[config.mk]
export PLATFORM = sky130hd
export DESIGN_NAME = fdc_seek_cmds
export DESIGN_NICKNAME = d
export VERILOG_FILES = /design/src/include/fdc_cmd_pkg.sv /design/src/include/tmr_if.sv /design/src/rtl/fdc_seek_cmds.sv /design/src/rtl/tick_timer.sv
export SDC_FILE = /design/constraint.sdc
export NUM_CORES = 1
export LEC_CHECK = 0
export ABC_AREA = 1
export BUFFER_PORTS_ARGS = -buffer_cell sky130_fd_sc_hd__clkbuf_2
export CORE_AREA = 2 2 174 176
export CTS_BUF_LIST = sky130_fd_sc_hd__clkbuf_2 sky130_fd_sc_hd__clkbuf_4 sky130_fd_sc_hd__clkbuf_8
export DETAILED_ROUTE_END_ITERATION = 10
export DIE_AREA = 0 0 176 178
export GPL_TIMING_DRIVEN = 0
export PLACE_DENSITY_LB_ADDON = 0.08
export SYNTH_ARGS = -nofsm -noshare
export SYNTH_HDL_FRONTEND = slang
export SYNTH_SLANG_ARGS = --single-unit
[constraint.sdc]
create_clock -name sys_clk -period 6.7 [get_ports sys_clk]
set_input_delay 1.34 -clock sys_clk [delete_from_list [all_inputs] [get_ports sys_clk]]
set_output_delay 1.34 -clock sys_clk [all_outputs]
set_load 0.02 [all_outputs]
[src/include/fdc_cmd_pkg.sv]
// constants and types for the seek, status, track and timing command block
package fdc_cmd_pkg;
	localparam int CLK_NS         = 5;
	localparam int MS_NS          = 1000000;
	localparam int TICKS_PER_MS   = 6;
	localparam int TICK_CYC       = (MS_NS + TICKS_PER_MS * CLK_NS - 1) / (TICKS_PER_MS * CLK_NS);
	localparam int STEP_PULSE_NS  = 1000;
	localparam int STEP_PULSE_CYC = (STEP_PULSE_NS + CLK_NS - 1) / CLK_NS;
	localparam int TICKS_W        = 17;

	localparam logic [7:0] MSR_OFS  = 8'h00;
	localparam logic [7:0] DATA_OFS = 8'h04;
	localparam logic [7:0] CFG_OFS  = 8'h08;
	localparam logic [7:0] TIME_OFS = 8'h0C;

	localparam logic [7:0] OP_SEEK   = 8'h0F;
	localparam logic [7:0] OP_DSTAT  = 8'h04;
	localparam logic [7:0] OP_SENSE  = 8'h08;
	localparam logic [7:0] OP_TRK_RD = 8'h21;
	localparam logic [7:0] OP_TRK_WR = 8'h61;
	localparam logic [7:0] OP_SPEC   = 8'h03;
	localparam logic [7:0] INVALID_BYTE = 8'h80;

	localparam logic [1:0] IC_NORMAL   = 2'h0;
	localparam logic [1:0] IC_ABNORMAL = 2'h1;
	localparam logic [1:0] IC_READY    = 2'h3;

	localparam logic [4:0] STEP_BASE = 5'h10;
	localparam logic [4:0] DAP_ZERO  = 5'h10;
	localparam logic [7:0] DBP_ZERO  = 8'h80;

	localparam logic [5:0] CFG_RESET = 6'h00;
	localparam int CFG_WIDE = 0;
	localparam int CFG_TMR  = 1;
	localparam int CFG_RATE = 2;
	localparam int CFG_FOUR = 4;
	localparam int CFG_SWAP = 5;

	// per data rate 0:500K 1:300K 2:250K 3:1M, in sixths of a millisecond
	localparam logic [3:0][3:0]  STEP_UNIT = {4'h3, 4'hC, 4'hA, 4'h6};
	localparam logic [3:0][8:0]  DBP_UNIT0 = {9'h006, 9'h018, 9'h014, 9'h006};
	localparam logic [3:0][8:0]  DBP_UNIT1 = {9'h0C0, 9'h180, 9'h140, 9'h0C0};
	localparam logic [3:0][12:0] DAP_UNIT0 = {13'h0030, 13'h00C0, 13'h00A0, 13'h0060};
	localparam logic [3:0][12:0] DAP_UNIT1 = {13'h0C00, 13'h1800, 13'h1400, 13'h0C00};

	typedef enum logic [1:0] {PH_CMD = 2'b00, PH_RES = 2'b01} phase_t;
	typedef enum logic [1:0] {
		SK_IDLE  = 2'b00,
		SK_DELAY = 2'b01,
		SK_STEP  = 2'b11,
		SK_WAIT  = 2'b10
	} seek_t;
endpackage : fdc_cmd_pkg

[src/include/tmr_if.sv]
// load and completion signals between the command block and a delay timer
`timescale 1ns/1ps
interface tmr_if;
	import fdc_cmd_pkg::*;
	logic               load;
	logic [TICKS_W-1:0] ticks;
	logic               tick;
	logic               done;
	logic               busy;
	modport ctrl  (output load, ticks, input tick, done, busy);
	modport timer (input load, ticks, output tick, done, busy);
endinterface : tmr_if

[src/rtl/fdc_seek_cmds.sv]
// command interpreter for seek, drive status, interrupt cause, track access and timing setup
//
// The APB interface to the registers and the register addresses were decided locally.
`timescale 1ns/1ps

// What this block does
// - seek takes target low byte third, upper nibble in fourth byte bits 7-4 if wide
// - seek compares target with present track before each step, sets direction
// - step pulses issued while polling, spaced by loaded step interval value
// - interrupt one step period after last pulse; seek returns no result bytes
// - drive status takes head and drive byte, returns one status byte, no interrupt
// - interrupt cause query with nothing pending is rejected as invalid
// - ready and seek-end interrupts stay pending until first cause byte read
// - status byte zero: bits 7,6 code, bit 5 seek end; 110, 001, 011
// - cause query returns status byte, present track low byte, nibble byte if wide
// - opcode bit 6 picks track read or track write of third byte
// - present track kept per drive; bit 2 picks high or low byte
// - drive code 10 needs four drives or swap, 11 needs four drives
// - track access returns exactly one byte, the byte read or written, no interrupt
// - step, motor delays and transfer mode survive every reset; no interrupt
// - timing byte two: bits 7-4 step interval, bits 3-0 delay-after factor
// - motor-off delay is factor times rate and timer-mode constant; zero means 16
// - timing byte three bit 0 selects DMA (0) or non-DMA (1)
// - delay before processing is factor times constant; zero means 128
// - step interval is sixteen minus value in ms, scaled by data rate
module fdc_seek_cmds
	import fdc_cmd_pkg::*;
#(
	parameter int tick_cyc = TICK_CYC
) (
	input  wire logic        sys_clk,
	input  wire logic        rst_b,
	input  wire logic        psel,
	input  wire logic        penable,
	input  wire logic        pwrite,
	input  wire logic [7:0]  paddr,
	input  wire logic [31:0] pwdata,
	output logic      [31:0] prdata,
	output logic             pready,
	output logic             pslverr,
	output logic             step_out,
	output logic             dir_out,
	input  wire logic        track_zero_input,
	input  wire logic        write_protect_input,
	input  wire logic        ready_change,
	output logic             irq_out,
	output logic             motor_hold,
	output logic             non_dma_mode
);
	localparam int PWW = $clog2(STEP_PULSE_CYC + 1);

	if (tick_cyc * 3 <= STEP_PULSE_CYC) begin : g_chk
		$error("fdc_seek_cmds: tick_cyc too short for the step pulse");
	end

	phase_t            ph_q, ph_d;
	seek_t             sk_q, sk_d;
	logic [3:0][7:0]   cmd_q, cmd_d, nc;
	logic [1:0]        ccnt_q, ccnt_d;
	logic [2:0][7:0]   res_q, res_d;
	logic [1:0]        rcnt_q, rcnt_d, ridx_q, ridx_d;
	logic              sense_q, sense_d;
	logic [5:0]        cfg_q, cfg_d;
	logic [3:0][11:0]  pres_q, pres_d;
	logic              int_q, int_d;
	logic [7:0]        st0_q, st0_d;
	logic [1:0]        sk_drv_q, sk_drv_d;
	logic              sk_hd_q, sk_hd_d;
	logic [11:0]       tgt_q, tgt_d;
	logic [3:0]        busy_q, busy_d;
	logic              step_q, step_d, dir_q, dir_d;
	logic [PWW-1:0]    pw_q, pw_d;
	logic [31:0]       prdata_q, prdata_d;
	logic [3:0]        srt_q, srt_d, dap_q, dap_d;
	logic [6:0]        dbp_q, dbp_d;
	logic              dma_q, dma_d;

	logic              wr_acc, rd_acc, take, fin, pop, bad;
	logic              seek_go, seek_end, abn, issue, up, clr_int, set_int;
	logic              res_go, res_sense;
	logic [1:0]        res_n;
	logic [2:0][7:0]   res_v;
	logic [7:0]        op, last_b;
	logic [1:0]        drv, rate;
	logic              hd, ok, wide, tmr;
	logic [11:0]       cur, sptr;
	logic [7:0]        dbp_f;
	logic [4:0]        dap_f, stp_f;
	logic [TICKS_W-1:0] dbp_t, dap_t, stp_t;

	tmr_if t1 ();
	tmr_if t2 ();

	tick_timer #(.tick_cyc(tick_cyc)) u_seek_tmr (
		.sys_clk (sys_clk),
		.rst_b   (rst_b),
		.t       (t1)
	);

	tick_timer #(.tick_cyc(tick_cyc)) u_motor_tmr (
		.sys_clk (sys_clk),
		.rst_b   (rst_b),
		.t       (t2)
	);

	function automatic logic [2:0] cmd_len(input logic [7:0] o, input logic w);
		unique case (o)
			OP_SEEK:                       cmd_len = w ? 3'h4 : 3'h3;
			OP_DSTAT:                      cmd_len = 3'h2;
			OP_SENSE:                      cmd_len = 3'h1;
			OP_TRK_RD, OP_TRK_WR, OP_SPEC: cmd_len = 3'h3;
			default:                       cmd_len = 3'h1;
		endcase
	endfunction : cmd_len

	function automatic logic drv_ok(input logic [1:0] c, input logic four, input logic swap);
		unique case (c)
			2'b10:   drv_ok = four || swap;
			2'b11:   drv_ok = four;
			default: drv_ok = 1'b1;
		endcase
	endfunction : drv_ok

	always_comb begin
		wr_acc = psel && penable && pwrite;
		rd_acc = psel && penable && !pwrite;
		wide   = cfg_q[CFG_WIDE];
		tmr    = cfg_q[CFG_TMR];
		rate   = cfg_q[CFG_RATE +: 2];
		last_b = pwdata[7:0];
		nc     = cmd_q;
		nc[ccnt_q] = last_b;
		op     = nc[0];
		drv    = nc[1][1:0];
		hd     = nc[1][2];
		ok     = drv_ok(drv, cfg_q[CFG_FOUR], cfg_q[CFG_SWAP]);
		take   = wr_acc && (paddr == DATA_OFS) && (ph_q == PH_CMD);
		fin    = take && (({1'b0, ccnt_q} + 3'h1) == cmd_len(op, wide));
		pop    = rd_acc && (paddr == DATA_OFS) && (ph_q == PH_RES);
		bad    = !ok && (op == OP_SEEK || op == OP_DSTAT || op == OP_TRK_RD || op == OP_TRK_WR);
		cur    = pres_q[sk_drv_q];
		up     = tgt_q > cur;
		sptr   = pres_q[st0_q[1:0]];
		// delays in ticks
		dbp_f  = (dbp_q == 7'h00) ? DBP_ZERO : {1'b0, dbp_q};
		dbp_t  = TICKS_W'(dbp_f) * TICKS_W'(tmr ? DBP_UNIT1[rate] : DBP_UNIT0[rate]);
		dap_f  = (dap_q == 4'h0) ? DAP_ZERO : {1'b0, dap_q};
		dap_t  = TICKS_W'(dap_f) * TICKS_W'(tmr ? DAP_UNIT1[rate] : DAP_UNIT0[rate]);
		stp_f  = STEP_BASE - {1'b0, srt_q};
		stp_t  = TICKS_W'(stp_f) * TICKS_W'(STEP_UNIT[rate]);

		ph_d     = ph_q;
		sk_d     = sk_q;
		cmd_d    = cmd_q;
		ccnt_d   = ccnt_q;
		res_d    = res_q;
		rcnt_d   = rcnt_q;
		ridx_d   = ridx_q;
		sense_d  = sense_q;
		cfg_d    = cfg_q;
		pres_d   = pres_q;
		st0_d    = st0_q;
		sk_drv_d = sk_drv_q;
		sk_hd_d  = sk_hd_q;
		tgt_d    = tgt_q;
		busy_d   = busy_q;
		dir_d    = dir_q;
		srt_d    = srt_q;
		dap_d    = dap_q;
		dbp_d    = dbp_q;
		dma_d    = dma_q;
		seek_go  = 1'b0;
		seek_end = 1'b0;
		abn      = 1'b0;
		issue    = 1'b0;
		clr_int  = 1'b0;
		set_int  = 1'b0;
		res_go   = 1'b0;
		res_sense = 1'b0;
		res_n    = 2'h1;
		res_v    = '0;
		t1.load  = 1'b0;
		t1.ticks = '0;
		t2.load  = 1'b0;
		t2.ticks = '0;

		if (wr_acc && paddr == CFG_OFS) begin
			cfg_d = pwdata[5:0];
		end

		if (take) begin
			cmd_d  = nc;
			ccnt_d = ccnt_q + 2'h1;
		end

		if (fin) begin
			ccnt_d = 2'h0;
			res_go = 1'b1;
			res_v[0] = INVALID_BYTE;
			if (!bad) begin
				unique case (op)
					OP_SEEK: begin
						res_go  = 1'b0;
						seek_go = (sk_q == SK_IDLE);
						if (seek_go) begin
							tgt_d    = wide ? {nc[3][7:4], nc[2]} : {4'h0, nc[2]};
							sk_drv_d = drv;
							sk_hd_d  = hd;
							busy_d[drv] = 1'b1;
						end
					end
					OP_DSTAT: begin
						res_v[0] = {1'b0, write_protect_input, 1'b0, track_zero_input,
							1'b0, hd, drv};
					end
					OP_SENSE: begin
						if (int_q) begin
							res_v     = {sptr[11:8], 4'h0, sptr[7:0], st0_q};
							res_n     = wide ? 2'h3 : 2'h2;
							res_sense = 1'b1;
						end
					end
					OP_TRK_RD, OP_TRK_WR: begin
						if (op[6]) begin
							if (hd) begin
								pres_d[drv][11:8] = nc[2][3:0];
							end else begin
								pres_d[drv][7:0] = nc[2];
							end
						end
						res_v[0] = hd ? {4'h0, pres_d[drv][11:8]} : pres_d[drv][7:0];
					end
					OP_SPEC: begin
						res_go = 1'b0;
						srt_d  = nc[1][7:4];
						dap_d  = nc[1][3:0];
						dbp_d  = nc[2][7:1];
						dma_d  = nc[2][0];
					end
					default: begin
						res_v[0] = INVALID_BYTE;
					end
				endcase
			end
		end

		if (res_go) begin
			ph_d    = PH_RES;
			res_d   = res_v;
			rcnt_d  = res_n;
			ridx_d  = 2'h0;
			sense_d = res_sense;
		end

		if (pop) begin
			ridx_d = ridx_q + 2'h1;
			if (ridx_q + 2'h1 == rcnt_q) begin
				ph_d = PH_CMD;
			end
			clr_int = sense_q && (ridx_q == 2'h0);
		end

		unique case (sk_q)
			SK_IDLE: begin
				if (seek_go) begin
					t1.load  = 1'b1;
					t1.ticks = dbp_t;
					sk_d     = SK_DELAY;
				end
			end
			SK_DELAY: begin
				if (t1.done) begin
					sk_d = SK_STEP;
				end
			end
			SK_STEP: begin
				if (cur == tgt_q) begin
					seek_end = 1'b1;
				end else if (!up && track_zero_input) begin
					seek_end = 1'b1;
					abn      = 1'b1;
					pres_d[sk_drv_q] = '0;
				end else begin
					issue = 1'b1;
					dir_d = up;
					pres_d[sk_drv_q] = up ? cur + 12'h001 : cur - 12'h001;
					t1.load  = 1'b1;
					t1.ticks = stp_t;
					sk_d     = SK_WAIT;
				end
				if (seek_end) begin
					sk_d    = SK_IDLE;
					busy_d[sk_drv_q] = 1'b0;
					set_int = 1'b1;
					st0_d   = {abn ? IC_ABNORMAL : IC_NORMAL, 1'b1, 2'b00, sk_hd_q,
						sk_drv_q};
					t2.load  = 1'b1;
					t2.ticks = dap_t;
				end
			end
			SK_WAIT: begin
				if (t1.done) begin
					sk_d = SK_STEP;
				end
			end
		endcase

		if (ready_change && !set_int) begin
			st0_d = {IC_READY, 6'h00};
		end
		int_d = int_q;
		if (clr_int) begin
			int_d = 1'b0;
		end
		if (set_int || ready_change) begin
			int_d = 1'b1;
		end

		step_d = issue || (step_q && pw_q != '0);
		pw_d   = issue ? PWW'(STEP_PULSE_CYC - 1) : (pw_q != '0 ? pw_q - 1'b1 : pw_q);

		prdata_d = prdata_q;
		if (psel && !penable && !pwrite) begin
			unique case (paddr)
				MSR_OFS:  prdata_d = {24'h0, 1'b1, ph_q == PH_RES, 1'b0,
					ph_q == PH_RES || ccnt_q != 2'h0, busy_q};
				DATA_OFS: prdata_d = (ph_q == PH_RES) ? {24'h0, res_q[ridx_q]} : 32'h0;
				CFG_OFS:  prdata_d = {26'h0, cfg_q};
				TIME_OFS: prdata_d = {16'h0, srt_q, dap_q, dbp_q, dma_q};
				default:  prdata_d = 32'h0;
			endcase
		end
	end

	always_ff @(posedge sys_clk or negedge rst_b) begin
		if (!rst_b) begin
			ph_q     <= PH_CMD;
			sk_q     <= SK_IDLE;
			cmd_q    <= '0;
			ccnt_q   <= 2'h0;
			res_q    <= '0;
			rcnt_q   <= 2'h0;
			ridx_q   <= 2'h0;
			sense_q  <= 1'b0;
			cfg_q    <= CFG_RESET;
			pres_q   <= '0;
			int_q    <= 1'b0;
			st0_q    <= 8'h00;
			sk_drv_q <= 2'h0;
			sk_hd_q  <= 1'b0;
			tgt_q    <= 12'h000;
			busy_q   <= 4'h0;
			step_q   <= 1'b0;
			dir_q    <= 1'b0;
			pw_q     <= '0;
			prdata_q <= 32'h0;
		end else begin
			ph_q     <= ph_d;
			sk_q     <= sk_d;
			cmd_q    <= cmd_d;
			ccnt_q   <= ccnt_d;
			res_q    <= res_d;
			rcnt_q   <= rcnt_d;
			ridx_q   <= ridx_d;
			sense_q  <= sense_d;
			cfg_q    <= cfg_d;
			pres_q   <= pres_d;
			int_q    <= int_d;
			st0_q    <= st0_d;
			sk_drv_q <= sk_drv_d;
			sk_hd_q  <= sk_hd_d;
			tgt_q    <= tgt_d;
			busy_q   <= busy_d;
			step_q   <= step_d;
			dir_q    <= dir_d;
			pw_q     <= pw_d;
			prdata_q <= prdata_d;
		end
	end

	// timing setup values are kept through reset
	always_ff @(posedge sys_clk) begin
		srt_q <= srt_d;
		dap_q <= dap_d;
		dbp_q <= dbp_d;
		dma_q <= dma_d;
	end

	assign prdata       = prdata_q;
	assign pready       = 1'b1;
	assign pslverr      = psel && penable && !(paddr inside {MSR_OFS, DATA_OFS, CFG_OFS, TIME_OFS});
	assign step_out     = step_q;
	assign dir_out      = dir_q;
	assign irq_out      = int_q;
	assign motor_hold   = t2.busy;
	assign non_dma_mode = dma_q;
endmodule : fdc_seek_cmds

[src/rtl/tick_timer.sv]
// down counter of sixth-millisecond ticks for step and motor delays
`timescale 1ns/1ps
module tick_timer
	import fdc_cmd_pkg::*;
#(
	parameter int tick_cyc = TICK_CYC
) (
	input wire logic sys_clk,
	input wire logic rst_b,
	tmr_if.timer     t
);
	localparam int PW = $clog2(tick_cyc);

	logic [PW-1:0]      pre_q, pre_d;
	logic [TICKS_W-1:0] cnt_q, cnt_d;
	logic               run_q, run_d;

	if (tick_cyc < 2) begin : g_chk
		$error("tick_timer: tick_cyc below 2");
	end

	always_comb begin
		pre_d  = pre_q;
		cnt_d  = cnt_q;
		run_d  = run_q;
		t.tick = 1'b0;
		t.done = 1'b0;
		if (t.load) begin
			pre_d = '0;
			cnt_d = t.ticks;
			run_d = (t.ticks != '0);
		end else if (run_q) begin
			if (pre_q == PW'(tick_cyc - 1)) begin
				pre_d  = '0;
				t.tick = 1'b1;
				cnt_d  = cnt_q - 1'b1;
				if (cnt_q == TICKS_W'(1)) begin
					run_d  = 1'b0;
					t.done = 1'b1;
				end
			end else begin
				pre_d = pre_q + 1'b1;
			end
		end
	end

	assign t.busy = run_q;

	always_ff @(posedge sys_clk or negedge rst_b) begin
		if (!rst_b) begin
			pre_q <= '0;
			cnt_q <= '0;
			run_q <= 1'b0;
		end else begin
			pre_q <= pre_d;
			cnt_q <= cnt_d;
			run_q <= run_d;
		end
	end
endmodule : tick_timer

==> After elaboration in Yosys (flattened, before gate mapping) <==
Index checks and enable logic that the tools add are counted.
Widths: inputs -> output; s select.
{ "word_totals": {"ff_bits": 275, "inputBits": 48, "out_inout_bits": 39, "word_cells": 308} }
{ "op_classes": {"n_addsub": 11, "n_mul": 3, "n_lt_le_gt_ge": 10, "eq_ne": 26, "muxes": 147, "bitwise_logic": 8, "reduce_logical": 65} }
{ "op_table": {"columns": ["cell", "n"], "rows": [
  ["$mux 48", 11],
  ["$mux 17", 9],
  ["$bwmux 48", 3],
  ["$mux 16", 7],
  ["$mux 8", 11],
  ["$mux 12", 7],
  ["$bmux 12 s2", 3],
  ["$demux 12 s2", 3],
  ["$mux 24", 3],
  ["$pmux 16 s4", 1],
  ["$bmux 13 s2", 2],
  ["$and 48x48->48", 1],
  ["$not 48->48", 1],
  ["$mux 9", 5],
  ["$mux 1", 40],
  ["$mux 13", 3],
  ["$bmux 9 s2", 2],
  ["$eq 17x1->1 const B", 2],
  ["$pmux 17 s2", 1],
  ["$reduce_bool 17->1", 2],
  ["$sub 17x1->17 const B", 2],
  ["$add 16x1->16 const B", 2],
  ["$bwmux 32", 1],
  ["$eq 16x16->1 const B", 2],
  ["56 further kinds", 146]
]} }

==> Depth between registers and ports, before layout <==
{ "depth": {"ltp_word": 22, "depth_mapped": 30, "mapped_depth_nobuf": 30} }

==> By module <==
From an unflattened synthesis, not the netlist that was laid out.
{ "unflattened": {"cells_unflattened": 2904, "area_unflattened_um2": 20418.3} }
{ "by_module_without_submodules": {"columns": ["module", "instances", "cells_per_inst", "area_per_inst_um2", "seq_area_each_um2"], "rows": [
  ["fdc_seek_cmds", 1, 2198, 15452.3, 4584.4],
  ["tick_timer at u_seek_tmr", 1, 358, 2489.9, 850.8],
  ["tick_timer at u_motor_tmr", 1, 348, 2476.1, 850.8]
]} }

==> Least setup slack after synthesis <==
Ideal clock, no wire load.
{ "synth_path": {"path_kind": "flip-flop to flip-flop", "startpoint": "register cfg_q[2]", "endpoint": "register u_seek_tmr.run_q (netlist: u_seek_tmr.t.busy)", "setup_ps": 125, "arrival_ps": 5014, "required_ps": 6575, "path_slack_ps": 1560, "path_stages_with_launch": 26, "n_path_buf": 0, "period_less_slack_ps": 5140, "cell_sequence": "dfrtp_1 -> inv_1 -> ha_1 -> nor2_1 -> clkinv_1 -> nor2_1 -> fa_1 -> fa_1 -> fa_1 -> inv_1 -> fa_1 -> inv_1 -> ha_1 -> nand2_1 -> nor2_1 -> nand3_1 -> nand3_1 -> nand2_1 -> nand2_1 -> a21oi_1 -> xor2_1 -> nor2_1 -> nor2_1 -> nand2_1 -> nor2_1 -> nand3_1"} }
{ "synth_between": {"elab_chain_len": 8, "elab_cells_between_ends": 15, "cone_classes": "mul (2); mux (12); reduce/logical (1)"} }
{ "synth_rtl": {"columns": ["item", "line", "source"], "rows": [
  ["from (decl)", "fdc_seek_cmds.sv:63", "logic [5:0] cfg_q, cfg_d;"],
  ["from (signal assigned)", "fdc_seek_cmds.sv:366", "cfg_q <= cfg_d;"],
  ["$bmux 9 s2 / $bmux 4 s2 (equally long branches)", "fdc_seek_cmds.sv:146, fdc_seek_cmds.sv:150", null],
  ["$mux 9 (not written as such) / $mux 4 (equally long branches)", "fdc_seek_cmds.sv:146, fdc_seek_cmds.sv:150", null],
  ["$mux 9 / $mul 5x4->9 (equally long branches)", "fdc_seek_cmds.sv:146, fdc_seek_cmds.sv:150", null],
  ["$mul 8x9->17 / $mux 9 (equally long branches)", "fdc_seek_cmds.sv:146, fdc_seek_cmds.sv:279", null],
  ["$mux 17 / $mux 9 (equally long branches)", "fdc_seek_cmds.sv:265, fdc_seek_cmds.sv:277", null],
  ["$pmux 17 s2 *", "fdc_seek_cmds.sv:263", "unique case (sk_q)"],
  ["$reduce_bool 17->1 *", "tick_timer.sv:31", "run_d = (t.ticks != '0);"],
  ["$mux 1 *", "tick_timer.sv:28", "if (t.load) begin"],
  ["via u_seek_tmr.run_d", "tick_timer.sv:16", "logic run_q, run_d;"],
  ["to (signal assigned)", "tick_timer.sv:57", "run_q <= run_d;"],
  ["to (decl)", "tick_timer.sv:16", null]
]} }
Mark *: on every way through the listed nets, which the timed path passes. The rest lies on a longest branch. The select of a mux whose other input is x is not followed.
A chain may end at the register's enable or synchronous reset.

==> Final worst setup path <==
Ends and elaborated chain as after synthesis.

==> impl_metrics.sql <==
INSERT INTO impl_metrics (metric_group, metric, value, unit) VALUES
('clock_tree', 'cts_tree', 'built', ''),
('floorplanning', 'core_region_area', '29400', 'um2'),
('sta', 'final_hold_viol_count', '0', ''),
('worst_setup_path', 'critPathLaunchType', 'register', ''),
('clock_tree', 'post_cts_resized', '0', ''),
('layout', 'filler_cell_count', '2439', ''),
('synth', 'synth_async_reset_ratio', '0.935', ''),
('placement', 'hpwl', '45.2', 'mm'),
('synth', 'synthesis.area', '18900', 'um2'),
('layout', 'finish.utilization', '0.703', ''),
('route', 'via_count', '18600', ''),
('clock_tree', 'max-clock-path-buffers', '3', ''),
('route', 'drt_drc_violations_left', '0', ''),
('sta', 'rsz_0062_raised_after_global_routing', 'no', ''),
('worst_setup_path', 'critical_path_required', '7150', 'ps'),
('pwr', 'peakVddDrop', '0.000175', 'V'),
('clock_tree', 'post-cts-setup-buffer-count', '0', ''),
('floorplanning', 'die-height', '178', 'um'),
('floorplanning', 'row_count', '63', ''),
('worst_setup_path', 'worstSetupEndpointType', 'register', ''),
('synth', 'synth.mux.area_fraction', '0', ''),
('clock_tree', 'cts_buffers', '44', ''),
('synth', 'synth_top_family_by_area', 'simple AND/OR/NAND/NOR gates', ''),
('pwr', 'p_switching', '847', 'uW'),
('synth', 'number_of_flops_mapped_to_enable_cells_by_yosys', '16', ''),
('sta', 'slew_headroom', '0.0345', ''),
('sta', 'final_max_slew_viol_count', '0', ''),
('floorplanning', 'floorplan.initialDensity', '0.642', ''),
('synth', 'syn_area_per_cell', '7.36', 'um2'),
('global_routing', 'global_route.usage.met2', '0.602', ''),
('worst_setup_path', 'worstPathCellList', 'inv_1 > ha_1 > nor2_1 > clkinv_1 > nor2_1 > fa_1 > fa_1 > fa_1 > inv_1 > fa_1 > inv_1 > ha_1 > a21oi_1 > nand2_1 > a21oi_1 > o21bai_1 > o21ai_0 > a21oi_1 > nand3_1 > nand3_1 > nor2_1 > nand2_1 > nor2_1 > nand3_1', ''),
('worst_setup_path', 'critical-path-max-stage-delay', '550', 'ps'),
('pwr', 'combPwrFrac', '0.065', ''),
('pwr', 'leakage', '0.0105', 'uW'),
('pwr', 'pwr-share-clk', '0.472', ''),
('clock_tree', 'htreeDepth', '2', ''),
('synth', 'ys.flop_type', 'dfrtp_1', ''),
('route', 'detailedRoute.firstPassIterationCount', '7', ''),
('clock_tree', 'cts_hold_buffers', '0', ''),
('sta', 'tightest_slew', '1430', 'ps'),
('global_routing', 'grtUsageMet1', '0.517', ''),
('placement', 'placement.io_buffers', '45', ''),
('route', 'drt.antenna.violating_nets', '0', ''),
('synth', 'ys_seq_area_frac', '0.333', ''),
('route', 'drt-wirelength-per-cell', '19.4', 'um'),
('synth', 'synth_xor_area_frac', '0.0255', ''),
('global_routing', 'grt_pass1_vias', '17800', ''),
('global_routing', 'number_of_antenna_violations_at_the_first_check_in_global_routing', '1', ''),
('sta', 'finClkSkew', '27.1', 'ps'),
('sta', 'achievable-frequency', '0.159', 'GHz'),
('run_status', 'result_of_the_run', 'finished, final reports clean', ''),
('layout', 'num-nets-final', '2897', ''),
('layout', 'drive_gt1_frac', '0.0816', ''),
('clock_tree', 'path_clk_slew', '60', 'ps'),
('clock_tree', 'cts.sink_count', '248', ''),
('synth', 'synthesis.instances', '2565', ''),
('sta', 'finalCritPeriodShare', '0.937', ''),
('global_routing', 'grt_max_degree', '116', ''),
('global_routing', 'globalRouteTotalUtil', '0.386', ''),
('sta', 'finalSetupViolations', '0', ''),
('flow_run', 'maxCapViolCount', '0', ''),
('global_routing', 'wire_length_of_the_first_global_routing_pass', '93.9', 'mm'),
('worst_setup_path', 'cp.arrival', '6730', 'ps'),
('route', 'route.final.wire_length', '60.0', 'mm'),
('worst_setup_path', 'crit_path_max_fanout', '9', ''),
('pwr', 'cell_internal_pwr', '2430', 'uW'),
('worst_setup_path', 'worst-setup-path-type', 'register to register', ''),
('pwr', 'power.share.sequential', '0.463', ''),
('synth', 'yosysUniqueCellTypes', '59', ''),
('synth', 'synth_simple_gate_area_share', '0.235', ''),
('global_routing', 'overflow', '0', '');
sequential cells by signal (all words and copies together), names as in the netlist, 16 cells and up:
name	cells
cmd_q	28
prdata	16
pres_q	48
res_q	20
u_motor_tmr.cnt_q	17
u_motor_tmr.pre_q	16
u_seek_tmr.cnt_q	17
u_seek_tmr.pre_q	16
synthesized netlist by cell type (all sizes together) (35+ instances only):
library cell    n  share of area
nand2         603           0.12
inv           373          0.074
o21ai         288          0.077
nor2          265          0.058
dfrtp         232           0.31
a21oi         137          0.036
ha            131          0.087
nand3          72          0.020
clkbuf         49         0.0097
fa             45          0.048
nor3           37          0.012
o22ai          37          0.012
xor2           36          0.017
buf            35          0.014
final cells by class:
class	instances	area, um2	share of cell area
Tap cell	390	488	0.0236
Buffer	84	439	0.0212
Antenna cell	1	2.50	0.000121
Multi-Input combinational cell	1864	10800	0.521
Sequential cell	248	6290	0.304
Inverter	384	1440	0.0697
Clock buffer	69	850	0.0411
Timing Repair Buffer	47	289	0.0140
Clock inverter	11	98.8	0.00478
power by group through the flow:
stage	logic [uW]	clock network, uW	registers, uW
after floorplan	120	0	1540
after global placement	202	0	1540
after detailed placement	210	0	1540
after CTS	211	1550	1510
after global routing	238	1610	1510
final	212	1550	1510
metal layers:
layer	part of all wire	wire, um
met1	0.40	24200
met2	0.44	26100
met3	0.11	6580
met4	0.052	3110
met5	0	0
worst max-delay path: cells and delay by family, from the launching register on:
family / cells / cell delay [ps]
simple gates: 9 / 1350
fa+ha+maj: 6 / 2830
compound gates: 5 / 730
flops: 1 / 500
buf+inv: 4 / 720
placed cells by master, fill, tap and decap left out, types with 9 or more instances in the layout:
master    instances
a22oi_1          11
a21oi_1         136
clkbuf_1         49
clkbuf_2         44
clkinv_1         13
dfrtp_1         232
clkbuf_4         16
o211ai_1         24
ha_1            131
o21a_1           11
xnor2_1          19
o21ai_1          36
o22ai_1          37
buf_2             9
nand4_1          25
o31ai_1          22
clkbuf_8         54
buf_4            20
nor3_1           33
inv_2            12
nand3_1          69
nor4_1           24
nand2_1         585
edfxtp_1         16
inv_1           361
nand2_2          13
fa_1             45
nor2_1          253
o21ai_0         248
xor2_1           36
conb_1           17
worst paths after layout:
kind	from	end	slack (ps)	depth (start not counted)
setup / recovery	cfg_q[2]$_DFFE_PN0P_	u_seek_tmr.t.busy$_DFF_PN0_	420	24
hold / removal	cmd_q[12]$_DFFE_PN0P_	cmd_q[12]$_DFFE_PN0P_	480	2
setup reg to reg	cfg_q[2]$_DFFE_PN0P_	u_seek_tmr.t.busy$_DFF_PN0_	420	24
hold reg to reg	cmd_q[12]$_DFFE_PN0P_	cmd_q[12]$_DFFE_PN0P_	480	2
max in group asynchronous	rst_b	pres_q[42]$_DFF_PN0_	5290	2
min in group asynchronous	rst_b	prdata[4]$_DFFE_PN0P_	600	1
metrics by stage:
step                      instances  setup WS (ps)  instance area (um2)  total power (uW)  setup TNS (ps)
after floorplan                2580           1560                18900              1660               0
after global placement         3015           -522                19700              1740         -115150
after detailed placement       3017            537                19700              1750               0
after CTS                      3097            513                20700              3280               0
after global routing           3098           21.3                20700              3360               0
final                          3098            420                20700              3270               0
cell families (layout without fill, tap and decap cells):
kind of cell | after synthesis | count (layout)
and+or+nand+nor | 1041 | 1041
AOI/OAI and AO/OA | 575 | 575
buffers and inverters | 468 | 595
DFF | 248 | 248
adders and majority gates | 176 | 176
xor gates and xnor gates | 55 | 55
other | 2 | 18
Note: power is estimated with default switching activity, not from simulation.
